## config.mk

```make
export PLATFORM = sky130hd
export DESIGN_NAME = dmpr_dev
export DESIGN_NICKNAME = d
export VERILOG_FILES = /design/src/shared/dmpr_pkg.sv /design/src/logic/dmpr_sync.sv /design/src/logic/dmpr_dev.sv
export SDC_FILE = /design/constraint.sdc
export NUM_CORES = 1
export LEC_CHECK = 0
export BUFFER_PORTS_ARGS = -buffer_cell sky130_fd_sc_hd__buf_4
export CORE_MARGIN = 4
export CORE_UTILIZATION = 45
export CTS_CLUSTER_SIZE = 16
export DETAILED_ROUTE_END_ITERATION = 8
export GPL_ROUTABILITY_DRIVEN = 0
export PLACE_DENSITY = 0.63
export SLEW_MARGIN = 20
export SYNTH_ARGS = -nofsm -noshare
export SYNTH_HDL_FRONTEND = slang
export SYNTH_SLANG_ARGS = --single-unit
```

## constraint.sdc

```tcl
create_clock -name core_clk_i -period 10 [get_ports core_clk_i]
set_input_delay 1 -clock core_clk_i [delete_from_list [all_inputs] [get_ports core_clk_i]]
set_output_delay 1 -clock core_clk_i [all_outputs]
set_load 0.01 [all_outputs]
```

## src/shared/dmpr_pkg.sv

```systemverilog
// Package for the calibration pattern read and loop-off mode block.
// Assumes a DDR3 style command bus sampled by the core clock, and a
// small local register port driven by logic on core_clk_i.
package dmpr_pkg;

   // Local register port offsets (word index on reg_addr_i)
   localparam logic [2:0] REG_CTRL     = 3'h0;  // Control: lane fill mode
   localparam logic [2:0] REG_RSV_PAT  = 3'h1;  // Data for reserved locations
   localparam logic [2:0] REG_STATUS   = 3'h2;  // Mode and burst state
   localparam logic [2:0] REG_LATENCY  = 3'h3;  // Current read latency in CK

   // Control register fields and reset values
   localparam int         CTRL_REPL_BIT   = 0;      // 1: bits 7..1 copy bit 0
   localparam logic [7:0] CTRL_RESET      = 8'h01;
   localparam logic [7:0] RSV_PAT_RESET   = 8'h00;

   // Status register field positions
   localparam int ST_CAL_EN   = 0;  // Calibration reads enabled
   localparam int ST_LOOP_OFF = 1;  // Delay-locked loop disabled
   localparam int ST_LAT_OK   = 2;  // Loop-off latency pairing is 6 and 6
   localparam int ST_BUSY     = 3;  // Burst pending or driving before its last beat

   // Mode register field positions (address bits of the mode write)
   localparam int MR0_BL_LO   = 0;   // Burst length field, 2 bits
   localparam int MR0_CL_LO   = 4;   // CAS latency code, 3 bits
   localparam int MR1_LOOPOFF = 0;   // Loop disable bit
   localparam int MR1_AL_LO   = 3;   // Additive latency, 2 bits
   localparam int MR2_CWL_LO  = 3;   // CAS write latency code, 3 bits
   localparam int MR3_LOC_LO  = 0;   // Pattern location select, 2 bits
   localparam int MR3_CAL_EN  = 2;   // Calibration read enable
   localparam logic [12:0] MR_RESET = 13'h0000;

   // Latency code offsets and the only pairing needed in loop-off mode
   localparam logic [3:0] CL_BASE      = 4'h4;
   localparam logic [3:0] CWL_BASE     = 4'h5;
   localparam logic [3:0] LOOP_OFF_CL  = 4'h6;
   localparam logic [3:0] LOOP_OFF_CWL = 4'h6;

   // Burst length encodings in mode register 0
   localparam logic [1:0] BL_FIXED8 = 2'h0;
   localparam logic [1:0] BL_OTF    = 2'h1;
   localparam logic [1:0] BL_FIXED4 = 2'h2;

   // Predefined pattern: beat 0 in the LSB, alternating 0,1
   localparam logic [7:0] CAL_PATTERN = 8'hAA;
   localparam logic [1:0] LOC_PREDEF  = 2'h0;

   // Last beat index for full and chopped bursts
   localparam logic [2:0] LAST_BL8 = 3'h7;
   localparam logic [2:0] LAST_BC4 = 3'h3;

   // Mode register select codes on the bank address
   localparam logic [1:0] MRS_MR0 = 2'h0;
   localparam logic [1:0] MRS_MR1 = 2'h1;
   localparam logic [1:0] MRS_MR2 = 2'h2;
   localparam logic [1:0] MRS_MR3 = 2'h3;

   // Decoded commands
   typedef enum logic [1:0] {DMPR_CMD_NONE, DMPR_CMD_MRS, DMPR_CMD_READ} dmpr_cmd_t;

endpackage : dmpr_pkg

```

## src/logic/dmpr_sync.sv

```systemverilog
// Two-flop synchroniser for a bundle of inputs from another domain.
// Assumes the bits need no mutual coherence beyond being stable for
// several core clock cycles around the edges that consume them.
module dmpr_sync #(
   parameter int W = 1  // Number of bits carried
) (
   // Clock and reset
   input  wire logic         core_clk_i,
   input  wire logic         nrst_i,
   // Data
   input  wire logic [W-1:0] async_i,
   output logic      [W-1:0] sync_o
);

   logic [W-1:0] meta_q;  // First stage, read only by the second
   logic [W-1:0] sync_q;  // Second stage

   // Two register stages, constant reset
   always_ff @(posedge core_clk_i or negedge nrst_i) begin
      if (!nrst_i) begin
         meta_q <= '0;
         sync_q <= '0;
      end else begin
         meta_q <= async_i;
         sync_q <= meta_q;
      end
   end

   assign sync_o = sync_q;

endmodule : dmpr_sync

```

## src/logic/dmpr_dev.sv

```systemverilog
// Device-side command logic: mode writes, calibration pattern reads and
// loop-off read latency, as seen on a DDR3 style pin bus.
// Assumes CK and the command pins are slow against core_clk_i; CK edges are found by sampling.
//
// Chosen here: the register offsets and strobed register access.

module dmpr_dev #(
   parameter int PIPE_W = 32  // Depth of the read latency pipeline in CK
) (
   // Clock and reset
   input  wire logic        core_clk_i,
   input  wire logic        nrst_i,
   // Link pins from the memory controller
   input  wire logic        ck_i,
   input  wire logic        cke_i,
   input  wire logic        cs_n_i,
   input  wire logic        ras_n_i,
   input  wire logic        cas_n_i,
   input  wire logic        we_n_i,
   input  wire logic [2:0]  bank_i,
   input  wire logic [12:0] addr_i,
   // Data pins back to the controller
   output logic      [7:0]  lower_byte_lane_o,
   output logic      [7:0]  upper_byte_lane_o,
   output logic             dq_oe_o,
   output logic             dqs_o,
   output logic             dqs_oe_o,
   // Local register port
   input  wire logic [2:0]  reg_addr_i,
   input  wire logic [7:0]  reg_wdata_i,
   input  wire logic        reg_we_i,
   input  wire logic        reg_re_i,
   output logic      [7:0]  reg_rdata_o
);

   // Latency can reach 21 CK; the pipeline must hold it
   if (PIPE_W < 24 || PIPE_W > 64) begin : g_pipe_w_bad
      $error("dmpr_dev: PIPE_W must be 24..64");
   end

   localparam int SW = 22;  // Synchronised pin count
   logic [SW-1:0] pins_s;                       // Synchronised pins
   logic          ck_s;                         // Sampled link clock
   logic          cke_s, cs_n_s, ras_n_s, cas_n_s, we_n_s;
   logic [2:0]    bank_s;                       // Bank address
   logic [12:0]   addr_s;                       // Address bits

   // All link pins pass two flops before use
   dmpr_sync #(.W(SW)) u_sync (
      .core_clk_i (core_clk_i),
      .nrst_i     (nrst_i),
      .async_i    ({ck_i, cke_i, cs_n_i, ras_n_i, cas_n_i, we_n_i, bank_i, addr_i}),
      .sync_o     (pins_s)
   );

   assign {ck_s, cke_s, cs_n_s, ras_n_s, cas_n_s, we_n_s, bank_s, addr_s} = pins_s;

   logic ck_prev_q, ck_prev_d;  // Previous sampled CK level
   logic ck_rise;     // Rising CK edge seen this cycle
   logic ck_fall;     // Falling CK edge seen this cycle

   // Edge finder next value
   always_comb begin
      ck_prev_d = ck_s;
   end

   // Edge finder register
   always_ff @(posedge core_clk_i or negedge nrst_i) begin
      if (!nrst_i) begin
         ck_prev_q <= 1'b0;
      end else begin
         ck_prev_q <= ck_prev_d;
      end
   end

   assign ck_rise = ck_s & ~ck_prev_q;
   assign ck_fall = ~ck_s & ck_prev_q;

   dmpr_pkg::dmpr_cmd_t cmd;  // Command taken at this CK rise

   // Decode at the CK rise; deselect and NOP yield nothing
   always_comb begin
      cmd = dmpr_pkg::DMPR_CMD_NONE;
      if (ck_rise && cke_s && !cs_n_s) begin
         if (!ras_n_s && !cas_n_s && !we_n_s) begin
            cmd = dmpr_pkg::DMPR_CMD_MRS;
         end else if (ras_n_s && !cas_n_s && we_n_s) begin
            cmd = dmpr_pkg::DMPR_CMD_READ;
         end else begin
            cmd = dmpr_pkg::DMPR_CMD_NONE;
         end
      end
   end

   logic [12:0] mr_q [4], mr_d [4];  // Mode registers 0..3

   // A mode write loads the register picked by bank bits 1..0
   always_comb begin
      mr_d = mr_q;
      if (cmd == dmpr_pkg::DMPR_CMD_MRS) begin
         mr_d[bank_s[1:0]] = addr_s;
      end
   end

   // Mode register storage
   always_ff @(posedge core_clk_i or negedge nrst_i) begin
      if (!nrst_i) begin
         mr_q <= '{default: dmpr_pkg::MR_RESET};
      end else begin
         mr_q <= mr_d;
      end
   end

   logic       cal_en;    // Pattern reads redirected
   logic       loop_off;  // Loop disabled
   logic [1:0] loc_sel;   // pattern_location_select
   logic [1:0] bl_mode;   // Burst length mode
   logic [3:0] cl;        // CAS latency in CK
   logic [3:0] cwl;       // CAS write latency in CK
   logic [4:0] al;        // Additive latency in CK
   logic [4:0] rl;        // Read latency used for data
   logic       lat_ok;    // Loop-off pairing satisfied

   assign cal_en   = mr_q[dmpr_pkg::MRS_MR3][dmpr_pkg::MR3_CAL_EN];
   assign loop_off = mr_q[dmpr_pkg::MRS_MR1][dmpr_pkg::MR1_LOOPOFF];
   assign loc_sel  = mr_q[dmpr_pkg::MRS_MR3][dmpr_pkg::MR3_LOC_LO +: 2];
   assign bl_mode  = mr_q[dmpr_pkg::MRS_MR0][dmpr_pkg::MR0_BL_LO +: 2];
   assign cl  = dmpr_pkg::CL_BASE + {1'b0, mr_q[dmpr_pkg::MRS_MR0][dmpr_pkg::MR0_CL_LO +: 3]};
   assign cwl = dmpr_pkg::CWL_BASE + {1'b0, mr_q[dmpr_pkg::MRS_MR2][dmpr_pkg::MR2_CWL_LO +: 3]};
   assign lat_ok = (cl == dmpr_pkg::LOOP_OFF_CL) && (cwl == dmpr_pkg::LOOP_OFF_CWL);

   // Additive latency: 0, CL-1 or CL-2; read latency one less with loop off
   always_comb begin
      unique case (mr_q[dmpr_pkg::MRS_MR1][dmpr_pkg::MR1_AL_LO +: 2])
         2'h1:    al = {1'b0, cl} - 5'h01;
         2'h2:    al = {1'b0, cl} - 5'h02;
         default: al = 5'h00;
      endcase
      rl = al + {1'b0, cl} - {4'h0, loop_off};
   end

   logic [PIPE_W-1:0] pend_q, nib_q, chop_q;  // Start flag, nibble, chop
   logic [PIPE_W-1:0] pend_d, nib_d, chop_d;
   logic              rd_chop;                // This read is chopped
   logic              rd_nib;                 // This read's nibble
   logic              start;                  // Burst starts at this CK rise

   // Chop from fixed setting or A12 when on the fly; A2 picks the nibble of a chopped read, other bits ignored
   always_comb begin
      unique case (bl_mode)
         dmpr_pkg::BL_OTF:    rd_chop = ~addr_s[12];
         dmpr_pkg::BL_FIXED4: rd_chop = 1'b1;
         default:             rd_chop = 1'b0;
      endcase
      rd_nib = rd_chop & addr_s[2];
   end

   // Shift one place each CK rise; a read with calibration reads enabled enters at its latency slot
   always_comb begin
      pend_d = pend_q;
      nib_d  = nib_q;
      chop_d = chop_q;
      if (ck_rise) begin
         pend_d = pend_q >> 1;
         nib_d  = nib_q >> 1;
         chop_d = chop_q >> 1;
         if (cmd == dmpr_pkg::DMPR_CMD_READ && cal_en) begin
            pend_d[rl] = 1'b1;
            nib_d[rl]  = rd_nib;
            chop_d[rl] = rd_chop;
         end
      end
   end

   // Pipeline registers
   always_ff @(posedge core_clk_i or negedge nrst_i) begin
      if (!nrst_i) begin
         pend_q <= '0;
         nib_q  <= '0;
         chop_q <= '0;
      end else begin
         pend_q <= pend_d;
         nib_q  <= nib_d;
         chop_q <= chop_d;
      end
   end

   assign start = ck_rise & pend_q[1];

   logic [7:0] rsv_pat_q;      // Data for reserved locations
   logic [7:0] ctrl_q;         // Control register
   logic [2:0] beat_q, beat_d; // Next beat index to drive
   logic [2:0] left_q, left_d; // Beats still to drive
   logic       act_q, act_d;   // Burst in progress
   logic [7:0] lo_q, lo_d;     // Lower lane data
   logic       oe_q, oe_d;     // Data and strobe enable
   logic       dqs_q, dqs_d;   // Strobe level
   logic [7:0] pat;            // Pattern of the chosen location
   logic [2:0] beat_now;       // Beat driven at this edge
   logic       bit0;           // Pattern bit for this beat

   assign pat = (loc_sel == dmpr_pkg::LOC_PREDEF) ? dmpr_pkg::CAL_PATTERN
                                                  : rsv_pat_q;
   assign beat_now = start ? {nib_q[1], 2'h0} : beat_q;
   assign bit0     = pat[beat_now];

   // One beat per CK edge; a new start may follow the last beat seamlessly
   always_comb begin
      beat_d = beat_q;
      left_d = left_q;
      act_d  = act_q;
      lo_d   = lo_q;
      oe_d   = oe_q;
      dqs_d  = dqs_q;
      if (ck_rise || ck_fall) begin
         if (start || act_q) begin
            // Lane fill: copy bit 0 or drive zero above it
            lo_d   = ctrl_q[dmpr_pkg::CTRL_REPL_BIT] ? {8{bit0}}
                                                     : {7'h00, bit0};
            oe_d   = 1'b1;
            dqs_d  = ck_rise;
            beat_d = beat_now + 3'h1;
            if (start) begin
               left_d = chop_q[1] ? dmpr_pkg::LAST_BC4 : dmpr_pkg::LAST_BL8;
               act_d  = 1'b1;
            end else begin
               left_d = left_q - 3'h1;
               act_d  = (left_q != 3'h1);
            end
         end else begin
            // Release the bus after the last beat
            oe_d  = 1'b0;
            dqs_d = 1'b0;
            lo_d  = 8'h00;
         end
      end
   end

   // Burst registers
   always_ff @(posedge core_clk_i or negedge nrst_i) begin
      if (!nrst_i) begin
         beat_q <= 3'h0;
         left_q <= 3'h0;
         act_q  <= 1'b0;
         lo_q   <= 8'h00;
         oe_q   <= 1'b0;
         dqs_q  <= 1'b0;
      end else begin
         beat_q <= beat_d;
         left_q <= left_d;
         act_q  <= act_d;
         lo_q   <= lo_d;
         oe_q   <= oe_d;
         dqs_q  <= dqs_d;
      end
   end

   // Both lanes carry the same stream
   assign lower_byte_lane_o = lo_q;
   assign upper_byte_lane_o = lo_q;
   assign dq_oe_o           = oe_q;
   assign dqs_o             = dqs_q;
   assign dqs_oe_o          = oe_q;

   logic [7:0] ctrl_d;      // Control next value
   logic [7:0] rsv_pat_d;   // Reserved data next value
   logic [7:0] rdata_q, rdata_d;  // Read data, one cycle after the strobe
   logic [7:0] status;      // Live status word

   // Status word from mode and burst state
   always_comb begin
      status = 8'h00;
      status[dmpr_pkg::ST_CAL_EN]   = cal_en;
      status[dmpr_pkg::ST_LOOP_OFF] = loop_off;
      status[dmpr_pkg::ST_LAT_OK]   = lat_ok;
      status[dmpr_pkg::ST_BUSY]     = act_q | (|pend_q);
   end

   // Writes and read selection; unmapped reads return zero
   always_comb begin
      ctrl_d    = ctrl_q;
      rsv_pat_d = rsv_pat_q;
      rdata_d   = 8'h00;
      if (reg_we_i) begin
         unique case (reg_addr_i)
            dmpr_pkg::REG_CTRL:    ctrl_d    = {7'h00, reg_wdata_i[dmpr_pkg::CTRL_REPL_BIT]};
            dmpr_pkg::REG_RSV_PAT: rsv_pat_d = reg_wdata_i;
            default:               ;
         endcase
      end
      if (reg_re_i) begin
         unique case (reg_addr_i)
            dmpr_pkg::REG_CTRL:    rdata_d = ctrl_q;
            dmpr_pkg::REG_RSV_PAT: rdata_d = rsv_pat_q;
            dmpr_pkg::REG_STATUS:  rdata_d = status;
            dmpr_pkg::REG_LATENCY: rdata_d = {3'h0, rl};
            default:               rdata_d = 8'h00;
         endcase
      end
   end

   // Register port storage
   always_ff @(posedge core_clk_i or negedge nrst_i) begin
      if (!nrst_i) begin
         ctrl_q    <= dmpr_pkg::CTRL_RESET;
         rsv_pat_q <= dmpr_pkg::RSV_PAT_RESET;
         rdata_q   <= 8'h00;
      end else begin
         ctrl_q    <= ctrl_d;
         rsv_pat_q <= rsv_pat_d;
         rdata_q   <= rdata_d;
      end
   end

   assign reg_rdata_o = rdata_q;

endmodule : dmpr_dev

```

==> summary.md <==
The flow ran to the end, and the final reports show no timing, DRC or antenna violations. The min-delay analysis places its worst path in the category reg -> reg. The number of buffers created by CTS is 17. For this run, design rule violations remaining after detail routing come to 0.

Tightest slew margin relative to the limit: 0.270. Cell total after placement: 1,018. The logs give 430 ps for the source-to-sink clock delay at the later pin of the worst-skew pair and 5,988 for the count of vias placed by the detailed router.

Row generation in the floorplan step produced 48 rows. The starting utilization of the core area was 0.462; the number of cells traversed by the worst hold path was 0. Yosys attributes the largest share of cell area to dfrtp_1, o221ai_1, inv_1, a21oi_1, ha_1. Number of diodes: 0. For the worst setup skew after layout, the log shows 7.84 ps. The number of global-route vias before repair is 5,801. The tree is rooted in a clkbuf_16. The hold-critical path endpoint was u_sync.sync_o[0]$_DFF_PN0_. The post-synthesis to final-layout area growth works out to 13.9%. The cell family contributing the most delay on the critical path is simple AND/OR/NAND/NOR gates.

Counting the fill cells in the layout gives 1,568. In this run the worst path has a maximum fanout of 13. Entering global routing, the biggest net connects 112 pins.

The overall power consumption came out at 1.87 mW. Post-layout instance area: 0.00913 sq mm. The core region is 0.0174 sq mm. The average cell area after synthesis works out to 10.1 sq um.

The number of gates resized after cts is 0. Counting flops with a built-in enable in the synthesized netlist gives 0. The worst setup path is launched from a flop. The number of buffers added on ports works out to 57.

The logs give 10,260 ps for the required time at the endpoint of the critical path and 0.00850 sq mm for the placement-stage cell area. The peak supply drop was 0.000161 V; the final count of hold timing violations was 0. The origin of the critical flop-to-flop path is mr_q[44]$_DFFE_PN0P_. Tracing the worst setup path back leads to its startpoint at mr_q[44]$_DFFE_PN0P_. TritonCTS built the clock tree. The first detailed-routing pass ran for 5 iterations.

The global-route wire length before repair is 29,600 microns. The die covers 0.0200 sq mm. The post-route clock period utilization is 0.421, and the die width is 141 microns. Most used standard cell by instance count after synthesis: dfrtp_1.

The category of the most critical setup path is reg -> reg. For the first-iteration detailed-routing DRC count, the log shows 487. The mapped netlist covers 0.00802 sq mm. The largest incremental delay on the critical path was 830 ps; the final worst setup slack was 5790 ps.

Counting every net in the synthesized netlist gives 853. Counting flops and latches in the post-synthesis netlist gives 169. Setup repair after global routing left no endpoint under its margin. The slew at the pin with the worst max-slew slack was 1090 ps. The global router's overall resource usage is 0.185. dfrtp_1 takes more of the synthesized area than any other cell.

Using the TritonRoute via totals, the vias-per-cell ratio works out to 5.70. The number of setup buffers added after CTS came out at 0. The area share of the largest cell type after synthesis works out to 0.524. After detailed routing, the total wire length is 17,800 microns. The summed negative setup slack over all endpoints was 0 ps. The detail route stage leaves a number of antenna-violating nets equal to 0. The tools report the final-report max-slew violation count as 0. No sink is reached through more buffers than the 2 on the longest clock path. The number of buffers and inverters on the critical path is 2, and the synthesized instance count is 794. Highest attainable clock frequency: 237 MHz. In the final routed layout, each cell accounts on average for 17.0 microns. The worst setup path is captured at a flop. For the final cell count without fillers, the log shows 1,050. The slowest stage of the critical path belongs to the cell nor3_2. The run gives 5840 ps as the worst setup timing slack at the placement stage. The number of max-cap violations was 0; the HPWL after detailed placement was 12,000 microns. The minimum clock period after layout is 4210 ps.

The maximum level of the CTS H-tree was 4. The startpoint of the worst hold path was u_sync.meta_q[0]$_DFF_PN0_. The tools report the CTS sink count as 169. In this run, distinct cell masters in the synthesized netlist total 60. The fraction of final layout cells sized beyond drive strength 1 was 0.161. The fraction of registers with async set/reset was 1.00; the number of setup violations in the final report was 0.

For the worst setup path, the data arrival time is 4480 ps. Ratio of total power to cell area: 205 mW/mm^2. By count the netlist is led by dfrtp_1, inv_1, nor2_1. The endpoint identified for the worst register-to-register timing path is chop_q[7]$_DFFE_PN0P_. The logs give 0 for the initial antenna violation count and 0.528 for the register area share after synthesis. The die is 141 microns tall. Most instantiated flip-flop cell in the synthesis netlist: dfrtp_1. The tools report the leakage power as 3.94 nW.

After clock tree synthesis, the clock-pin slew on the worst setup and hold paths is 70 ps. Quantity of hold-fixing buffers added after cts: 0. The setup check on the worst reg-to-reg path leaves a slack of 5790 ps. The count of nets after finishing was 871; the path depth of the worst reg2reg path was 12. The aggregate global routing overflow came out at 0. Traced cell by cell, the critical path runs through inv_1 > ha_1 > inv_1 > a22oi_1 > or2_2 > ha_1 > fa_1 > nand3b_1 > nor3_2 > o2111ai_1 > mux2i_1 > a21oi_1. For this design the top-level I/O count stands at 64. Yosys printed 0 warnings.
==> metal layers <==
metal,global-route usage,vias up,share of wire
met3,0.0357,23,0.043
met1,0.256,2978,0.46
met5,0,-,0
li1,-,2851,-
met2,0.295,136,0.48
met4,0.0606,0,0.015
==> power breakdown <==
part           switching (mW)  total (mW)  internal (mW)
logic                   0.180       0.330          0.150
clock network           0.288       0.694          0.406
registers              0.0712       0.845          0.773
total                   0.539        1.87           1.33
==> final cells by class <==
class | count | area [sq um] | area share
clock buffer | 18 | 439 | 0.0481
clock inverter | 14 | 185 | 0.0203
inverter | 78 | 293 | 0.0321
multi-input combinational | 480 | 3200 | 0.351
sequential | 169 | 4230 | 0.463
tap | 225 | 282 | 0.0308
timing repair buffer | 66 | 499 | 0.0547
==> flip-flops by register name (all words and copies together) (netlist names), 2 cells and up <==
register and count:
u_sync.sync_o 16, beat_q 3, left_q 3, mr_q 8, reg_rdata_o 8, bl_mode 2, nib_q 31, loc_sel 2
u_sync.meta_q 16, pend_q 32, lower_byte_lane_o 2, rsv_pat_q 8, chop_q 31
==> how the worst max path moves through the flow <==
| stage | end | cells past startpoint |
|---|---|---|
| floorplan | nib_q[8]$_DFFE_PN0P_ | 17 |
| global placement | chop_q[7]$_DFFE_PN0P_ | 12 |
| detailed placement | chop_q[7]$_DFFE_PN0P_ | 12 |
| CTS | chop_q[7]$_DFFE_PN0P_ | 12 |
| global route | chop_q[7]$_DFFE_PN0P_ | 12 |
| finish | chop_q[7]$_DFFE_PN0P_ | 12 |
==> cells by family (layout without fill, tap and decap cells) <==
| group | after synthesis | after routing | share of synthesized area |
|---|---|---|---|
| flops | 169 | 169 | 0.528 |
| fa+ha+maj | 22 | 22 | 0.0353 |
| compound gates | 210 | 210 | 0.176 |
| buf+inv | 145 | 176 | 0.0759 |
| mux | 33 | 33 | 0.0456 |
| xor+xnor | 6 | 6 | 0.00656 |
| simple gates | 209 | 209 | 0.133 |
==> per-stage QoR <==
step	utilization	hold slack, ps
after floorplan	-	331
after global placement	0.490	333
after detailed placement	0.490	338
after CTS	0.526	353
after global routing	0.526	361
final	0.526	351
==> cell usage in the layout, fill, tap and decap left out, drive strengths merged, types with 4 or more instances in the layout <==
| master | netlist | final |
|---|---|---|
| a22oi | 4 | 4 |
| ha | 21 | 21 |
| nor3 | 11 | 11 |
| inv | 78 | 83 |
| mux2 | 18 | 18 |
| nand2b | 5 | 5 |
| nor4 | 11 | 11 |
| and3 | 4 | 4 |
| nand3b | 5 | 5 |
| or3 | 5 | 5 |
| o21a | 4 | 4 |
| nand4 | 5 | 5 |
| a21oi | 53 | 53 |
| o211ai | 20 | 20 |
| o2111ai | 12 | 12 |
| a31oi | 31 | 31 |
| nand2 | 32 | 32 |
| and2 | 4 | 4 |
| dfrtp | 168 | 168 |
| or2 | 8 | 8 |
| clkbuf | 44 | 18 |
| o21ai | 31 | 31 |
| mux2i | 14 | 14 |
| nor2b | 8 | 8 |
| nand3 | 37 | 37 |
| xnor2 | 5 | 5 |
| buf | 23 | 66 |
| nor2 | 63 | 63 |
| o221ai | 36 | 36 |
==> worst reg2reg max path, stage by stage, from the launching register on <==
cell and delay, ps:
dfrtp_1 400, inv_1 190, ha_1 270, inv_1 50, a22oi_1 50, or2_2 280
ha_1 320, fa_1 540, nand3b_1 240, nor3_2 830, o2111ai_1 520, mux2i_1 270
a21oi_1 90
(Power assumes the default switching activity.)
